`src/hdl/charger_cfg.svh`:
```
// Purpose: constants of the charge state controller
// Assumes: 200 MHz system clock
// Notes: option codes select ratios and regulation voltage
`ifndef CHARGER_CFG_SVH
`define CHARGER_CFG_SVH

// ***************************************************************
// timing
// ***************************************************************
`define CLK_PERIOD_PS 5000
`define TERM_FILTER_MS 1
`define TERM_FILTER_CYC ((`TERM_FILTER_MS * 1000000000) / `CLK_PERIOD_PS)

// ***************************************************************
// comparator vector layout
// ***************************************************************
`define CMP_W 16
`define CMP_SUPPLY_OK 0
`define CMP_SUPPLY_HYST_OK 1
`define CMP_MARGIN_OK 2
`define CMP_NEAR_BAT 3
`define CMP_BAT_ABSENT 4
`define CMP_BELOW_PRECOND 5
`define CMP_AT_REG 6
`define CMP_BELOW_TERM 7
`define CMP_BELOW_RECHARGE 8
`define CMP_DIE_HOT 9
`define CMP_DIE_COOLED 10
`define CMP_SET_PIN_EN 11
`define CMP_DERATE_LO 12
`define CMP_DERATE_HI 15

// ***************************************************************
// ratios in per mille of programmed current, derating in sixteenths, voltages in mV
// ***************************************************************
`define FULL_PERMILLE 11'h03e8
`define TRICKLE_PM_0 11'h0064
`define TRICKLE_PM_1 11'h00c8
`define TRICKLE_PM_2 11'h0190
`define TERM_PM_0 11'h0032
`define TERM_PM_1 11'h004b
`define TERM_PM_2 11'h0064
`define TERM_PM_3 11'h00c8
`define REG_MV_0 13'h1068
`define REG_MV_1 13'h10fe
`define REG_MV_2 13'h1130
`define REG_MV_3 13'h1194
`define DERATE_FULL 5'h10
`define DERATE_SHIFT 4

`endif

```
`src/hdl/charger_pkg.sv`:
```
// Purpose: types of the charge state controller
// Assumes: nothing
// Notes: state codes are fixed binary
package charger_pkg;
	typedef enum logic [2:0] {
		ST_SHUTDOWN = 3'b000,
		ST_NO_BATTERY = 3'b001,
		ST_TRICKLE = 3'b010,
		ST_FAST_CC = 3'b011,
		ST_CONST_V = 3'b100,
		ST_COMPLETE = 3'b101
	} charge_state_t;
endpackage

```
`src/hdl/cmp_sync_if.sv`:
```
// Purpose: raw and synchronised comparator results
// Assumes: one clock domain on the clean side
// Notes: width set by the instantiating module
`timescale 1ns/100ps
interface cmp_sync_if #(parameter int W = 16);
	logic [W-1:0] raw;
	logic [W-1:0] clean;
	modport sync (input raw, output clean);
	modport user (output raw, input clean);
endinterface

```
`src/hdl/cmp_sync.sv`:
```
// Purpose: three-stage synchroniser with agreement filter
// Assumes: asynchronous comparator levels
// Notes: clean changes only when stages two and three agree
`timescale 1ns/100ps
module cmp_sync #(
	parameter int W = 16
) (
	// clock and reset
	input wire logic sys_clk,
	input wire logic rst_n,
	// comparator levels
	cmp_sync_if.sync port
);
	logic [W-1:0] s1_q;
	logic [W-1:0] s2_q;
	logic [W-1:0] s3_q;
	logic [W-1:0] clean_d;
	logic [W-1:0] clean_q;

	// ***************************************************************
	// per-bit filter
	// ***************************************************************
	genvar i;
	generate
		for (i = 0; i < W; i++)
		begin : g_bit
			always_comb
			begin
				clean_d[i] = (s2_q[i] == s3_q[i]) ? s3_q[i] : clean_q[i];
			end
		end
	endgenerate

	always_ff @(posedge sys_clk or negedge rst_n)
	begin
		if (!rst_n)
		begin
			s1_q <= '0;
			s2_q <= '0;
			s3_q <= '0;
			clean_q <= '0;
		end
		else
		begin
			s1_q <= port.raw;
			s2_q <= s1_q;
			s3_q <= s2_q;
			clean_q <= clean_d;
		end
	end

	assign port.clean = clean_q;
endmodule // cmp_sync

```
`src/hdl/charge_ctrl.sv`:
```
// Purpose: charge sequencing of a single-cell lithium charger
// Assumes: analog comparators deliver the levels below
// Notes: current loop and pass device are outside this block
//
// Contract
// - supply below lockout threshold holds shutdown, release needs 100 mV more.
// - leave shutdown only with supply 150 mV above battery, when attached.
// - supply within 50 mV of battery forces shutdown.
// - lockout is checked in every state.
// - battery absent when its voltage reaches regulation plus 100 mV.
// - charging starts only with lockout clear, battery present, pin enabled.
// - open set pin disables; outside party may use it as enable.
// - below precondition threshold charge in trickle at a fraction; TRICKLE_OPTION 3 gives full current (1000 per mille).
// - above precondition threshold move to constant current.
// - constant current until regulation voltage, then constant voltage.
// - regulation voltage is one of 4.2, 4.35, 4.40, 4.50 V.
// - terminate in constant voltage on low current filtered 1 ms.
// - on termination latch current off and enter complete.
// - in complete, recharge when battery drops below recharge threshold.
// - reduce permitted current with die temperature.
// - suspend above 150 C die, resume after about 10 C cooling.
// - status floats in shutdown and no battery, low while charging.
// - in complete tri-state drives high, open-drain floats.
// - trickle and termination currents are ratios of programmed current.
// - complete holds until enable cycles or battery drops below recharge threshold; dropping enable ends charge.
`timescale 1ns/100ps
`include "charger_cfg.svh"
module charge_ctrl #(
	parameter int TERM_FILTER_CYCLES = `TERM_FILTER_CYC,
	parameter logic [1:0] REG_OPTION = 2'h0,
	parameter logic [1:0] TRICKLE_OPTION = 2'h0,
	parameter logic [1:0] TERM_OPTION = 2'h2,
	parameter bit OPEN_DRAIN = 1'b0
) (
	// clock and reset
	input wire logic sys_clk,
	input wire logic rst_n,
	// supply comparators
	input wire logic supply_lockout_ok,
	input wire logic supply_lockout_hyst_ok,
	input wire logic supply_margin_ok,
	input wire logic supply_near_battery,
	// battery comparators
	input wire logic battery_absent,
	input wire logic battery_below_precond,
	input wire logic battery_at_regulation,
	input wire logic battery_below_recharge,
	input wire logic current_below_term,
	// thermal comparators
	input wire logic die_over_limit,
	input wire logic die_cooled,
	input wire logic [3:0] die_derate_level,
	// program pin
	input wire logic current_set_pin_en,
	// charge control
	output logic charge_on,
	output logic cv_mode,
	output logic [10:0] current_permille,
	output logic [10:0] term_permille,
	output logic [12:0] regulation_voltage_mv,
	output charger_pkg::charge_state_t charge_phase,
	output logic thermal_hold,
	// status pin
	output logic status_out,
	output logic status_oe
);
	localparam int CNT_W = $clog2(TERM_FILTER_CYCLES + 1);
	localparam logic [CNT_W-1:0] TERM_LAST =
		CNT_W'(TERM_FILTER_CYCLES - 1);

	// ***************************************************************
	// input synchronisation
	// ***************************************************************
	cmp_sync_if #(.W(`CMP_W)) cmp ();

	assign cmp.raw = {die_derate_level, current_set_pin_en, die_cooled,
		die_over_limit, battery_below_recharge, current_below_term,
		battery_at_regulation, battery_below_precond, battery_absent,
		supply_near_battery, supply_margin_ok, supply_lockout_hyst_ok,
		supply_lockout_ok};

	cmp_sync #(.W(`CMP_W)) u_sync (
		.sys_clk(sys_clk),
		.rst_n(rst_n),
		.port(cmp.sync)
	);

	logic lock_ok;
	logic lock_hyst_ok;
	logic margin_ok;
	logic near_bat;
	logic absent;
	logic below_pre;
	logic at_reg;
	logic below_term;
	logic below_rech;
	logic die_hot;
	logic cooled;
	logic pin_en;
	logic [3:0] derate;

	assign lock_ok = cmp.clean[`CMP_SUPPLY_OK];
	assign lock_hyst_ok = cmp.clean[`CMP_SUPPLY_HYST_OK];
	assign margin_ok = cmp.clean[`CMP_MARGIN_OK];
	assign near_bat = cmp.clean[`CMP_NEAR_BAT];
	assign absent = cmp.clean[`CMP_BAT_ABSENT];
	assign below_pre = cmp.clean[`CMP_BELOW_PRECOND];
	assign at_reg = cmp.clean[`CMP_AT_REG];
	assign below_term = cmp.clean[`CMP_BELOW_TERM];
	assign below_rech = cmp.clean[`CMP_BELOW_RECHARGE];
	assign die_hot = cmp.clean[`CMP_DIE_HOT];
	assign cooled = cmp.clean[`CMP_DIE_COOLED];
	assign pin_en = cmp.clean[`CMP_SET_PIN_EN];
	assign derate = cmp.clean[`CMP_DERATE_HI:`CMP_DERATE_LO];

	// ***************************************************************
	// option decode
	// ***************************************************************
	function automatic logic [10:0] trickle_pm(input logic [1:0] opt);
		case (opt)
			2'h0: trickle_pm = `TRICKLE_PM_0;
			2'h1: trickle_pm = `TRICKLE_PM_1;
			2'h2: trickle_pm = `TRICKLE_PM_2;
			default: trickle_pm = `FULL_PERMILLE;
		endcase
	endfunction

	function automatic logic [10:0] term_pm(input logic [1:0] opt);
		case (opt)
			2'h0: term_pm = `TERM_PM_0;
			2'h1: term_pm = `TERM_PM_1;
			2'h2: term_pm = `TERM_PM_2;
			default: term_pm = `TERM_PM_3;
		endcase
	endfunction

	function automatic logic [12:0] reg_mv(input logic [1:0] opt);
		case (opt)
			2'h0: reg_mv = `REG_MV_0;
			2'h1: reg_mv = `REG_MV_1;
			2'h2: reg_mv = `REG_MV_2;
			default: reg_mv = `REG_MV_3;
		endcase
	endfunction

	function automatic logic charging(input charger_pkg::charge_state_t s);
		charging = (s == charger_pkg::ST_TRICKLE) ||
			(s == charger_pkg::ST_FAST_CC) ||
			(s == charger_pkg::ST_CONST_V);
	endfunction

	// ***************************************************************
	// lockout, thermal hold, termination filter
	// ***************************************************************
	logic lockout_d;
	logic lockout_q;
	logic hot_d;
	logic hot_q;
	logic [CNT_W-1:0] term_cnt_d;
	logic [CNT_W-1:0] term_cnt_q;
	logic term_done;
	charger_pkg::charge_state_t state_d;
	charger_pkg::charge_state_t state_q;

	always_comb
	begin
		lockout_d = lockout_q;
		// entry uses the plain threshold, exit the raised one
		if (!lock_ok || near_bat)
			lockout_d = 1'b1;
		else if (lock_hyst_ok && (margin_ok || absent))
			lockout_d = 1'b0;
		// overtemperature set wins over cooling
		hot_d = hot_q;
		if (die_hot)
			hot_d = 1'b1;
		else if (cooled)
			hot_d = 1'b0;
		// any gap in low current restarts the filter
		term_cnt_d = '0;
		if (state_q == charger_pkg::ST_CONST_V && below_term &&
			term_cnt_q != TERM_LAST)
			term_cnt_d = term_cnt_q + 1'b1;
	end

	assign term_done = (state_q == charger_pkg::ST_CONST_V) && below_term &&
		(term_cnt_q == TERM_LAST);

	// ***************************************************************
	// charge sequence
	// ***************************************************************
	always_comb
	begin
		state_d = state_q;
		if (lockout_q || !pin_en)
			state_d = charger_pkg::ST_SHUTDOWN;
		else
		begin
			case (state_q)
				charger_pkg::ST_SHUTDOWN,
				charger_pkg::ST_NO_BATTERY:
					if (absent)
						state_d = charger_pkg::ST_NO_BATTERY;
					else if (below_pre)
						state_d = charger_pkg::ST_TRICKLE;
					else
						state_d = charger_pkg::ST_FAST_CC;
				charger_pkg::ST_TRICKLE:
					if (absent)
						state_d = charger_pkg::ST_NO_BATTERY;
					else if (!below_pre)
						state_d = charger_pkg::ST_FAST_CC;
				charger_pkg::ST_FAST_CC:
					if (absent)
						state_d = charger_pkg::ST_NO_BATTERY;
					else if (at_reg)
						state_d = charger_pkg::ST_CONST_V;
				charger_pkg::ST_CONST_V:
					if (absent)
						state_d = charger_pkg::ST_NO_BATTERY;
					else if (term_done)
						state_d = charger_pkg::ST_COMPLETE;
				charger_pkg::ST_COMPLETE:
					if (absent)
						state_d = charger_pkg::ST_NO_BATTERY;
					else if (below_rech)
						state_d = below_pre ? charger_pkg::ST_TRICKLE :
							charger_pkg::ST_FAST_CC;
				default:
					state_d = charger_pkg::ST_SHUTDOWN;
			endcase
		end
	end

	// ***************************************************************
	// outputs, computed from next state so they align with it
	// ***************************************************************
	logic charge_on_d;
	logic cv_mode_d;
	logic [10:0] current_d;
	logic [15:0] scaled;
	logic status_out_d;
	logic status_oe_d;

	always_comb
	begin
		charge_on_d = charging(state_d) && !hot_d;
		cv_mode_d = (state_d == charger_pkg::ST_CONST_V);
		current_d = '0;
		if (state_d == charger_pkg::ST_TRICKLE)
			current_d = trickle_pm(TRICKLE_OPTION);
		else if (charging(state_d))
			current_d = `FULL_PERMILLE;
		// derating trades charge time against die heating
		scaled = 16'(current_d * (`DERATE_FULL - {1'b0, derate}));
		if (!charge_on_d)
			current_d = '0;
		else
			current_d = 11'(scaled >> `DERATE_SHIFT);
		status_out_d = 1'b0;
		status_oe_d = 1'b0;
		if (charging(state_d))
			status_oe_d = 1'b1;
		else if (state_d == charger_pkg::ST_COMPLETE && !OPEN_DRAIN)
		begin
			status_out_d = 1'b1;
			status_oe_d = 1'b1;
		end
	end

	always_ff @(posedge sys_clk or negedge rst_n)
	begin
		if (!rst_n)
		begin
			state_q <= charger_pkg::ST_SHUTDOWN;
			lockout_q <= 1'b1;
			hot_q <= 1'b0;
			term_cnt_q <= '0;
			charge_on <= 1'b0;
			cv_mode <= 1'b0;
			current_permille <= '0;
			status_out <= 1'b0;
			status_oe <= 1'b0;
		end
		else
		begin
			state_q <= state_d;
			lockout_q <= lockout_d;
			hot_q <= hot_d;
			term_cnt_q <= term_cnt_d;
			charge_on <= charge_on_d;
			cv_mode <= cv_mode_d;
			current_permille <= current_d;
			status_out <= status_out_d;
			status_oe <= status_oe_d;
		end
	end

	assign charge_phase = state_q;
	assign thermal_hold = hot_q;
	assign term_permille = term_pm(TERM_OPTION);
	assign regulation_voltage_mv = reg_mv(REG_OPTION);

	// ***************************************************************
	// checks
	// ***************************************************************
	property p_lock_shutdown;
		@(posedge sys_clk) disable iff (!rst_n)
		lockout_q |=> state_q == charger_pkg::ST_SHUTDOWN && !charge_on;
	endproperty
	a_lock_shutdown: assert property (p_lock_shutdown)
		else $error("lockout did not force shutdown");

	property p_near_bat;
		@(posedge sys_clk) disable iff (!rst_n)
		near_bat |=> lockout_q ##1 state_q == charger_pkg::ST_SHUTDOWN;
	endproperty
	a_near_bat: assert property (p_near_bat)
		else $error("supply near battery did not lock out");

	property p_release_margin;
		@(posedge sys_clk) disable iff (!rst_n)
		$fell(lockout_q) |-> $past(lock_hyst_ok) && ($past(margin_ok) || $past(absent));
	endproperty
	a_release_margin: assert property (p_release_margin)
		else $error("lockout released without supply margin");

	property p_hysteresis;
		@(posedge sys_clk) disable iff (!rst_n)
		lockout_q && !lock_hyst_ok |=> lockout_q;
	endproperty
	a_hysteresis: assert property (p_hysteresis)
		else $error("lockout released below raised threshold");

	property p_pin_disable;
		@(posedge sys_clk) disable iff (!rst_n)
		!pin_en |=> state_q == charger_pkg::ST_SHUTDOWN && !status_oe;
	endproperty
	a_pin_disable: assert property (p_pin_disable)
		else $error("open set pin did not disable");

	property p_term_filter;
		@(posedge sys_clk) disable iff (!rst_n)
		state_q == charger_pkg::ST_COMPLETE &&
		$past(state_q) == charger_pkg::ST_CONST_V |->
		$past(term_cnt_q) == TERM_LAST && $past(below_term);
	endproperty
	a_term_filter: assert property (p_term_filter)
		else $error("termination before filter time");

	property p_status_low;
		@(posedge sys_clk) disable iff (!rst_n)
		charging(state_q) |-> status_oe && !status_out;
	endproperty
	a_status_low: assert property (p_status_low)
		else $error("status not low while charging");

	property p_status_done;
		@(posedge sys_clk) disable iff (!rst_n)
		state_q == charger_pkg::ST_COMPLETE |->
		status_oe == !OPEN_DRAIN && status_out == !OPEN_DRAIN;
	endproperty
	a_status_done: assert property (p_status_done)
		else $error("status wrong in complete");

	property p_thermal;
		@(posedge sys_clk) disable iff (!rst_n)
		die_hot |=> hot_q && !charge_on && current_permille == '0;
	endproperty
	a_thermal: assert property (p_thermal)
		else $error("charge not suspended when hot");

	property p_recharge;
		@(posedge sys_clk) disable iff (!rst_n)
		state_q == charger_pkg::ST_COMPLETE && below_rech && !absent &&
		!lockout_q && pin_en |=> charging(state_q);
	endproperty
	a_recharge: assert property (p_recharge)
		else $error("recharge did not start");
endmodule // charge_ctrl

```
`config.mk`:
```
export PLATFORM = sky130hd
export DESIGN_NAME = charge_ctrl
export DESIGN_NICKNAME = d
export VERILOG_FILES = /design/src/hdl/charger_pkg.sv /design/src/hdl/cmp_sync_if.sv /design/src/hdl/cmp_sync.sv /design/src/hdl/charge_ctrl.sv
export VERILOG_INCLUDE_DIRS = /design/src /design/src/hdl
export SDC_FILE = /design/constraint.sdc
export NUM_CORES = 1
export LEC_CHECK = 0
export ABC_CLOCK_PERIOD_IN_PS = 6300
export BUFFER_PORTS_ARGS = -buffer_cell sky130_fd_sc_hd__buf_2
export CAP_MARGIN = 40
export CORE_ASPECT_RATIO = 0.8
export CORE_MARGIN = 3
export CORE_UTILIZATION = 58
export CTS_BUF_LIST = sky130_fd_sc_hd__clkbuf_16
export DETAILED_ROUTE_END_ITERATION = 7
export GPL_ROUTABILITY_DRIVEN = 0
export GPL_TIMING_DRIVEN = 0
export PLACE_DENSITY = 0.86
export REMOVE_ABC_BUFFERS = 1
export SYNTH_ARGS = -nofsm -noshare
export SYNTH_HDL_FRONTEND = slang
export SYNTH_SLANG_ARGS = --single-unit
```
`constraint.sdc`:
```
create_clock -name sys_clk -period 6.3 [get_ports sys_clk]
set_input_delay 1.89 -clock sys_clk [delete_from_list [all_inputs] [get_ports sys_clk]]
set_output_delay 1.89 -clock sys_clk [all_outputs]
set_load 0.005 [all_outputs]
```
==> impl_metrics.tcl, run 1 <==
set metrics [dict create \
    status "finished, final reports clean" \
    cp-end-kind "flip-flop" \
    synth_area_um2 4820 \
    num_rows 29 \
    crit_fanout 18 \
    cts-buffers-inserted 9 \
    max_slew_margin 0.571 \
    clock_tree.root_cell "clkbuf_16" \
    via_per_inst 5.39 \
    grt_use_total 0.197 \
    seqPwrFrac 0.531 \
    synthFlopType "dfrtp_1" \
    synth_edf_count 0 \
    place.detailed.instances 549 \
    drcViolationCount 0 \
    ir_drop_mv 0.155 \
    grt_pass1_vias 3058 \
    fillers 586 \
    pin_count 61 \
    leakagePower_nw 2.57 \
    areaGrowthSynthToFinish_pct 10.4 \
    holdBufCountCts 0 \
    min_path_cells 0 \
    combPwrFrac 0.062 \
    ys_seq_elements 102 \
    yosysSeqAreaShare 0.530 \
    drive_gt1_frac 0.142 \
    coreArea_um2 8020 \
    antenna_found_initial 0 \
    avgRoutedWirePerCell_um 14.7 \
    drt_iter0_markers 161 \
    ant_nets 0 \
    p_int_mw 0.994 \
    cp.arrival_ns 5.60 \
    ys_async_sr_fraction 1.00 \
    grt_pass1_wl_um 14500 \
    reg2reg_depth 17 \
    critical_path_required_ns 6.54 \
    io_buffers 36 \
    grt_max_degree 65 \
    yosys_warnings 0 \
    routed_wl_um 8290 \
    holdPathEnd "u_sync.s2_q[14]" \
    ctsLongestPathBuffers 2 \
    dp_hpwl_um 5710 \
    rsz0062_at_grt "false" \
    die_w_um 108 \
    cp-startpoint "term_cnt_q[0]" \
    fin_nets 511 \
    p_sw_frac 0.247 \
    path_class "flip-flop to flip-flop" \
    finalHoldViolations 0 \
    insertion_delay_ns 0.35 \
    drv_slew 0 \
    fin_crit_sh 0.850 \
    startpoint_type "flip-flop" \
    cts.clk_slew.worst_paths_ns 0.07 \
    clock_sinks 102 \
    max_cap_violations 0 \
    max_freq_ghz 0.187 \
    first_pass_iters 4 \
    cts_resized 0 \
    p_per_area_nw_per_um2 248 \
    r2r_setup_slack_ns 0.95 \
    fin_crit_ns 5.35 \
    start_util 0.601 \
    vias 3044 \
    final_cells 565 \
    antenna_cells 0 \
    syn_inst 413 \
    r2r_end "current_permille[9]" \
    post_cts_buffers 0 \
    floorplan.die_area_um2 9450 \
    gr-total-overflow 0 \
    clock_skew_ns 0.00688 \
    switching_power_mw 0.326 \
    synth.distinct_cells 54 \
    pwr-share-clk 0.408 \
    fp.dieH_um 87.5 \
    worst_slew_pin_slew_ns 0.644 \
    htreeDepth 3 \
    reg2reg_from "term_cnt_q[0]" \
    synth_area_per_cell_um2 11.7 \
    finalSetupTns_ns 0 \
    hold_path_class "flip-flop to flip-flop" \
    setup_violations 0 \
    worstHoldStart "u_sync.s1_q[14]" \
    cts_tree "yes" \
]
-- placed cells by master, fill, tap and decap left out, types with 2 or more instances in the layout --
| cell | Yosys | layout |
|---|---|---|
| or3_1 | 2 | 2 |
| or2_2 | 2 | 2 |
| o21ai_0 | 9 | 9 |
| fa_1 | 13 | 13 |
| nor3b_1 | 2 | 2 |
| a21o_1 | 7 | 7 |
| inv_6 | 0 | 4 |
| dfrtp_1 | 101 | 101 |
| nand4_1 | 4 | 4 |
| nor2_1 | 33 | 33 |
| buf_2 | 3 | 35 |
| a31oi_1 | 2 | 2 |
| nor3_1 | 17 | 17 |
| conb_1 | 2 | 25 |
| o21a_1 | 3 | 3 |
| and4_1 | 3 | 3 |
| or2_1 | 2 | 2 |
| clkinv_8 | 0 | 2 |
| a21oi_1 | 10 | 10 |
| and3_1 | 4 | 4 |
| xnor2_1 | 11 | 11 |
| maj3_1 | 16 | 16 |
| nand3b_1 | 3 | 3 |
| inv_1 | 40 | 40 |
| xor2_1 | 11 | 11 |
| clkbuf_16 | 0 | 9 |
| nand3_1 | 11 | 11 |
| and2_1 | 2 | 2 |
| nor2b_1 | 4 | 4 |
| o21ai_1 | 3 | 3 |
| nand2_1 | 13 | 13 |
| nor4_1 | 2 | 2 |
| ha_1 | 28 | 28 |
-- area by class of cell --
class,instances,area (um^2),area share
clock buffer,9,225,0.0423
clock inverter,7,75.1,0.0141
inverter,41,154,0.0289
multi-input combinational,261,1970,0.370
sequential,102,2550,0.480
tap,108,135,0.0254
timing repair buffer,37,210,0.0395
-- sequential cells by signal (all words and copies together) (netlist names) --
signal,flops
u_sync.s3_q,16
u_sync.s2_q,16
cv_mode,1
current_permille,11
status_out,1
lockout_q,1
status_oe,1
u_sync.s1_q,16
charge_phase,3
charge_on,1
thermal_hold,1
term_cnt_q,18
u_sync.port.clean,16
-- worst max-delay path by stage --
stage / end / cells past startpoint
6_report: current_permille[9] / 17
5_1_grt: current_permille[10] / 17
4_1_cts: current_permille[9] / 17
3_5_place_dp: current_permille[9] / 17
3_3_place_gp: current_permille[9] / 17
2_1_floorplan: current_permille[9] / 17
-- cells by family after synthesis --
family | synth area share
adders and majority gates | 0.160
DFF | 0.530
AOI/OAI and AO/OA | 0.0571
muxes | 0.00208
and+or+nand+nor | 0.130
xor gates and xnor gates | 0.0400
other | 0.00156
buffers and inverters | 0.0794
-- cells in the mapped netlist, types with 3 or more instances --
master / instances / area, um^2
a21o_1: 7 / 52.6
a21oi_1: 10 / 50.1
and3_1: 4 / 25.0
and4_1: 3 / 26.3
buf_2: 3 / 15.0
buf_4: 26 / 195
dfrtp_1: 101 / 2530
fa_1: 13 / 260
ha_1: 28 / 350
inv_1: 40 / 150
maj3_1: 16 / 160
nand2_1: 13 / 48.8
nand3_1: 11 / 55.1
nand3b_1: 3 / 22.5
nand4_1: 4 / 25.0
nor2_1: 33 / 124
nor2b_1: 4 / 25.0
nor3_1: 17 / 85.1
o21a_1: 3 / 22.5
o21ai_0: 9 / 45.0
o21ai_1: 3 / 15.0
xnor2_1: 11 / 96.3
xor2_1: 11 / 96.3
-- per-stage QoR --
stage	power, mW	hold slack [ns]	util	worst slack [ns]	instance area (um^2)
finish	1.32	0.350	0.664	0.946	5320
detailed placement	0.793	0.335	0.626	1.07	5020
floorplan	0.755	0.331	-	1.64	4680
CTS	1.33	0.351	0.664	0.995	5320
global route	1.38	0.358	0.664	0.511	5320
global placement	0.785	0.332	0.623	1.17	4990
-- worst max-delay path, cell delays in order (launching register included) --
cell       delay (ns)
dfrtp_1          0.38
ha_1             0.21
and3_1           0.31
nand3_2          0.16
nor4_4           0.40
o21a_1           0.60
nor2b_1          0.18
fa_1             0.52
inv_1            0.05
fa_1             0.47
fa_1             0.55
inv_1            0.04
ha_1             0.36
nor2b_1          0.18
o2111ai_1        0.24
a31oi_1          0.18
o21a_1           0.20
nor4_1           0.21
-- power by group through the flow --
stage / clock, mW / sequential, mW / combinational (mW)
floorplan: 0 / 0.708 / 0.0477
global placement: 0 / 0.711 / 0.0737
detailed placement: 0 / 0.713 / 0.0804
CTS: 0.551 / 0.701 / 0.0824
global route: 0.583 / 0.704 / 0.0944
finish: 0.538 / 0.700 / 0.0815
-- metal layers --
metal	vias to the layer above	part of all wire	global-route usage
li1	1407	-	-
met3	24	0.049	0.0435
met5	-	0	0
met4	0	0.028	0.0860
met2	106	0.51	0.337
met1	1507	0.41	0.245
Note: power is estimated with default switching activity, not from simulation.
==> run 2: changes to the inputs <==
- ABC_AREA: unset -> 1
- ABC_CLOCK_PERIOD_IN_PS: 6300 -> 4300
- CORE_UTILIZATION: 58 -> 52
- PLACE_DENSITY: 0.86 -> 0.81
- clock period: 6.3 -> 4.3 ns (I/O delays scaled with it)
==> run 2 against run 1 <==
  * Clock skew up 0.0038 ns
  * Design area up 11%
  * Sequential share of layout area shrank 4.6 points
  * Critical endpoint is now current_permille[7]
  * Synthesized cell count up 13%
  * Critical path type unchanged
  * Largest power group unchanged
==> impl_metrics.tcl, run 2 <==
set metrics [dict create \
    yosysSeqAreaShare 0.513 \
    drt_iter0_markers 130 \
    synth_top_area_share 0.508 \
    hold_path_class "flip-flop to flip-flop" \
    drcViolationCount 0 \
    holdBufCountCts 0 \
    synth_area_um2 4980 \
    ys_async_sr_fraction 1.00 \
    reg2reg_depth 21 \
    layout_common_cells "dfrtp_1, inv_1, nand2_1" \
    synth_edf_count 0 \
    floorplan.die_area_um2 10800 \
    synth_area_per_cell_um2 10.7 \
    cts.clk_slew.worst_paths_ns 0.07 \
    coreArea_um2 9190 \
    cts_tree "yes" \
    cp.arrival_ns 4.43 \
    avgRoutedWirePerCell_um 14.5 \
    io_buffers 36 \
    critical_path_required_ns 4.52 \
    via_per_inst 5.01 \
    routed_wl_um 9360 \
    pwr-share-clk 0.398 \
    clock_sinks 102 \
    gr-total-overflow 0 \
    drv_slew 0 \
    pin_count 61 \
    synthFlopType "dfrtp_1" \
    p_sw_frac 0.233 \
    start_util 0.542 \
    synth.most_common_cell "dfrtp_1" \
    fin_crit_sh 0.979 \
    synth.distinct_cells 42 \
    setup_violations 0 \
    syn_inst 465 \
    finalHoldViolations 0 \
    areaGrowthSynthToFinish_pct 18.5 \
    die_w_um 115 \
    first_pass_iters 4 \
    whs_ns 0.347 \
    status "finished, final reports clean" \
    drive_gt1_frac 0.273 \
    combPwrFrac 0.078 \
    fp.dieH_um 93.5 \
    synthTopCellsByArea "dfrtp_1, ha_1, fa_1, inv_1, nand2_1" \
    max_freq_ghz 0.238 \
    max_slew_margin 0.491 \
    synth_common_cells "dfrtp_1, inv_1, nand2_1" \
    antenna_found_initial 0 \
    mostFrequentLayoutCell "dfrtp_1" \
    yosys.area.top_type "dfrtp_1" \
    clock_tree.root_cell "clkbuf_16" \
    ant_nets 0 \
    cts-buffers-inserted 9 \
    grt_use_total 0.171 \
    p_int_mw 1.50 \
    largest-register "term_cnt_q" \
    ir_drop_mv 0.318 \
    seqPwrFrac 0.524 \
    htreeDepth 3 \
    startpoint_type "flip-flop" \
    clock_skew_ns 0.0106 \
    num_rows 31 \
    grt_pass1_wl_um 14300 \
    power_mw 1.96 \
    p_per_area_nw_per_um2 332 \
    switching_power_mw 0.457 \
    crit_fanout 5 \
    antenna_cells 0 \
    max_cap_violations 0 \
    ys_seq_elements 102 \
    min_path_cells 0 \
    leakagePower_nw 2.84 \
    grt_max_degree 62 \
    largest_reg_flops 18 \
    ctsLongestPathBuffers 2 \
    fillers 710 \
    fin_crit_ns 4.21 \
    yosys_warnings 0 \
    grt_pass1_vias 3110 \
    insertion_delay_ns 0.34 \
    dp_hpwl_um 5970 \
    fin_nets 586 \
    path_class "flip-flop to flip-flop" \
    worst_slew_pin_slew_ns 0.763 \
    cp-end-kind "flip-flop" \
    vias 3236 \
]
[run 2: changes by cell type in the layout (fill, tap and decap cells not counted), sizes merged, moves of 10 or more]
cell,previous run,this run
nor3,17,3
o21ai,12,2
inv,45,78
nor2,33,55
buf,37,54
nand2,13,65
[run 2: cell type report]
class	count	area (um^2)	share of cell area
Sequential cell	102	2560	0.433
Inverter	75	282	0.0477
Timing Repair Buffer	54	330	0.0560
Multi-Input combinational cell	285	2300	0.390
Clock buffer	9	225	0.0382
Tap cell	115	144	0.0244
Clock inverter	6	60.1	0.0102
[run 2: cells by family after synthesis]
kind of cell	Yosys count	synth area share
and+or+nand+nor	162	0.172
buffers and inverters	102	0.100
DFF	102	0.513
adders and majority gates	57	0.155
AOI/OAI and AO/OA	23	0.0289
xor gates and xnor gates	17	0.0299
other	2	0.00151
[run 2: power groups by stage]
stage	Sequential (mW)	Clock, mW	Combinational (mW)
after floorplan	1.04	0	0.0743
after global placement	1.04	0	0.111
after detailed placement	1.04	0	0.121
after CTS	1.03	0.809	0.127
after global routing	1.03	0.849	0.172
final	1.03	0.782	0.153
[run 2: final timing paths]
path / startpoint / to / slack (ns)
hold / removal: u_sync.s1_q[13] / u_sync.s2_q[13] / 0.35
hold reg to reg: u_sync.s1_q[13] / u_sync.s2_q[13] / 0.35
max in group asynchronous: rst_n / lockout_q / 2.55
min in group asynchronous: rst_n / u_sync.s1_q[13] / 1.02
setup reg to reg: charge_phase[1] / current_permille[7] / 0.09
setup / recovery: charge_phase[1] / current_permille[7] / 0.09
[run 2: stage by stage]
step | setup slack, ns | utilization | TNS, ns | instance area, um^2 | std cells
after floorplan | 0.191 | - | 0 | 4850 | 461
after global placement | -0.0890 | 0.563 | -0.211 | 5170 | 612
after detailed placement | -0.158 | 0.565 | -0.570 | 5200 | 613
after CTS | 0.000423 | 0.606 | 0 | 5570 | 631
after global routing | -0.0771 | 0.642 | -0.248 | 5900 | 646
final | 0.0895 | 0.642 | 0 | 5900 | 646
[run 2: layer usage]
metal	share of wire	track usage
met5	0	0
met4	0.029	0.0684
met3	0.046	0.0479
met2	0.49	0.269
met1	0.43	0.224
[run 2: what timing repair did]
item,CTS,global route
setup buffers,3,14
endpoints found under the setup margin,7,7
pin swaps,3,19
gates cloned,0,1
hold endpoints to repair,0,0
gates resized for setup,12,49
[run 2: worst max-delay path, cell delays in order, from the launching register on]
cell and delay (ns):
dfrtp_2 0.44, buf_4 0.15, nor2_2 0.16, nand4_1 0.12, nand3_2 0.12, nand4_4 0.19
nand2_8 0.18, nand2_8 0.09, nor2_4 0.09, fa_1 0.43, inv_2 0.08, fa_2 0.44
fa_1 0.55, inv_1 0.06, ha_4 0.23, nand3b_1 0.11, nand2_2 0.09, nand2_2 0.07
nand2_2 0.06, a21oi_2 0.19, xor2_2 0.19, nor2_4 0.05
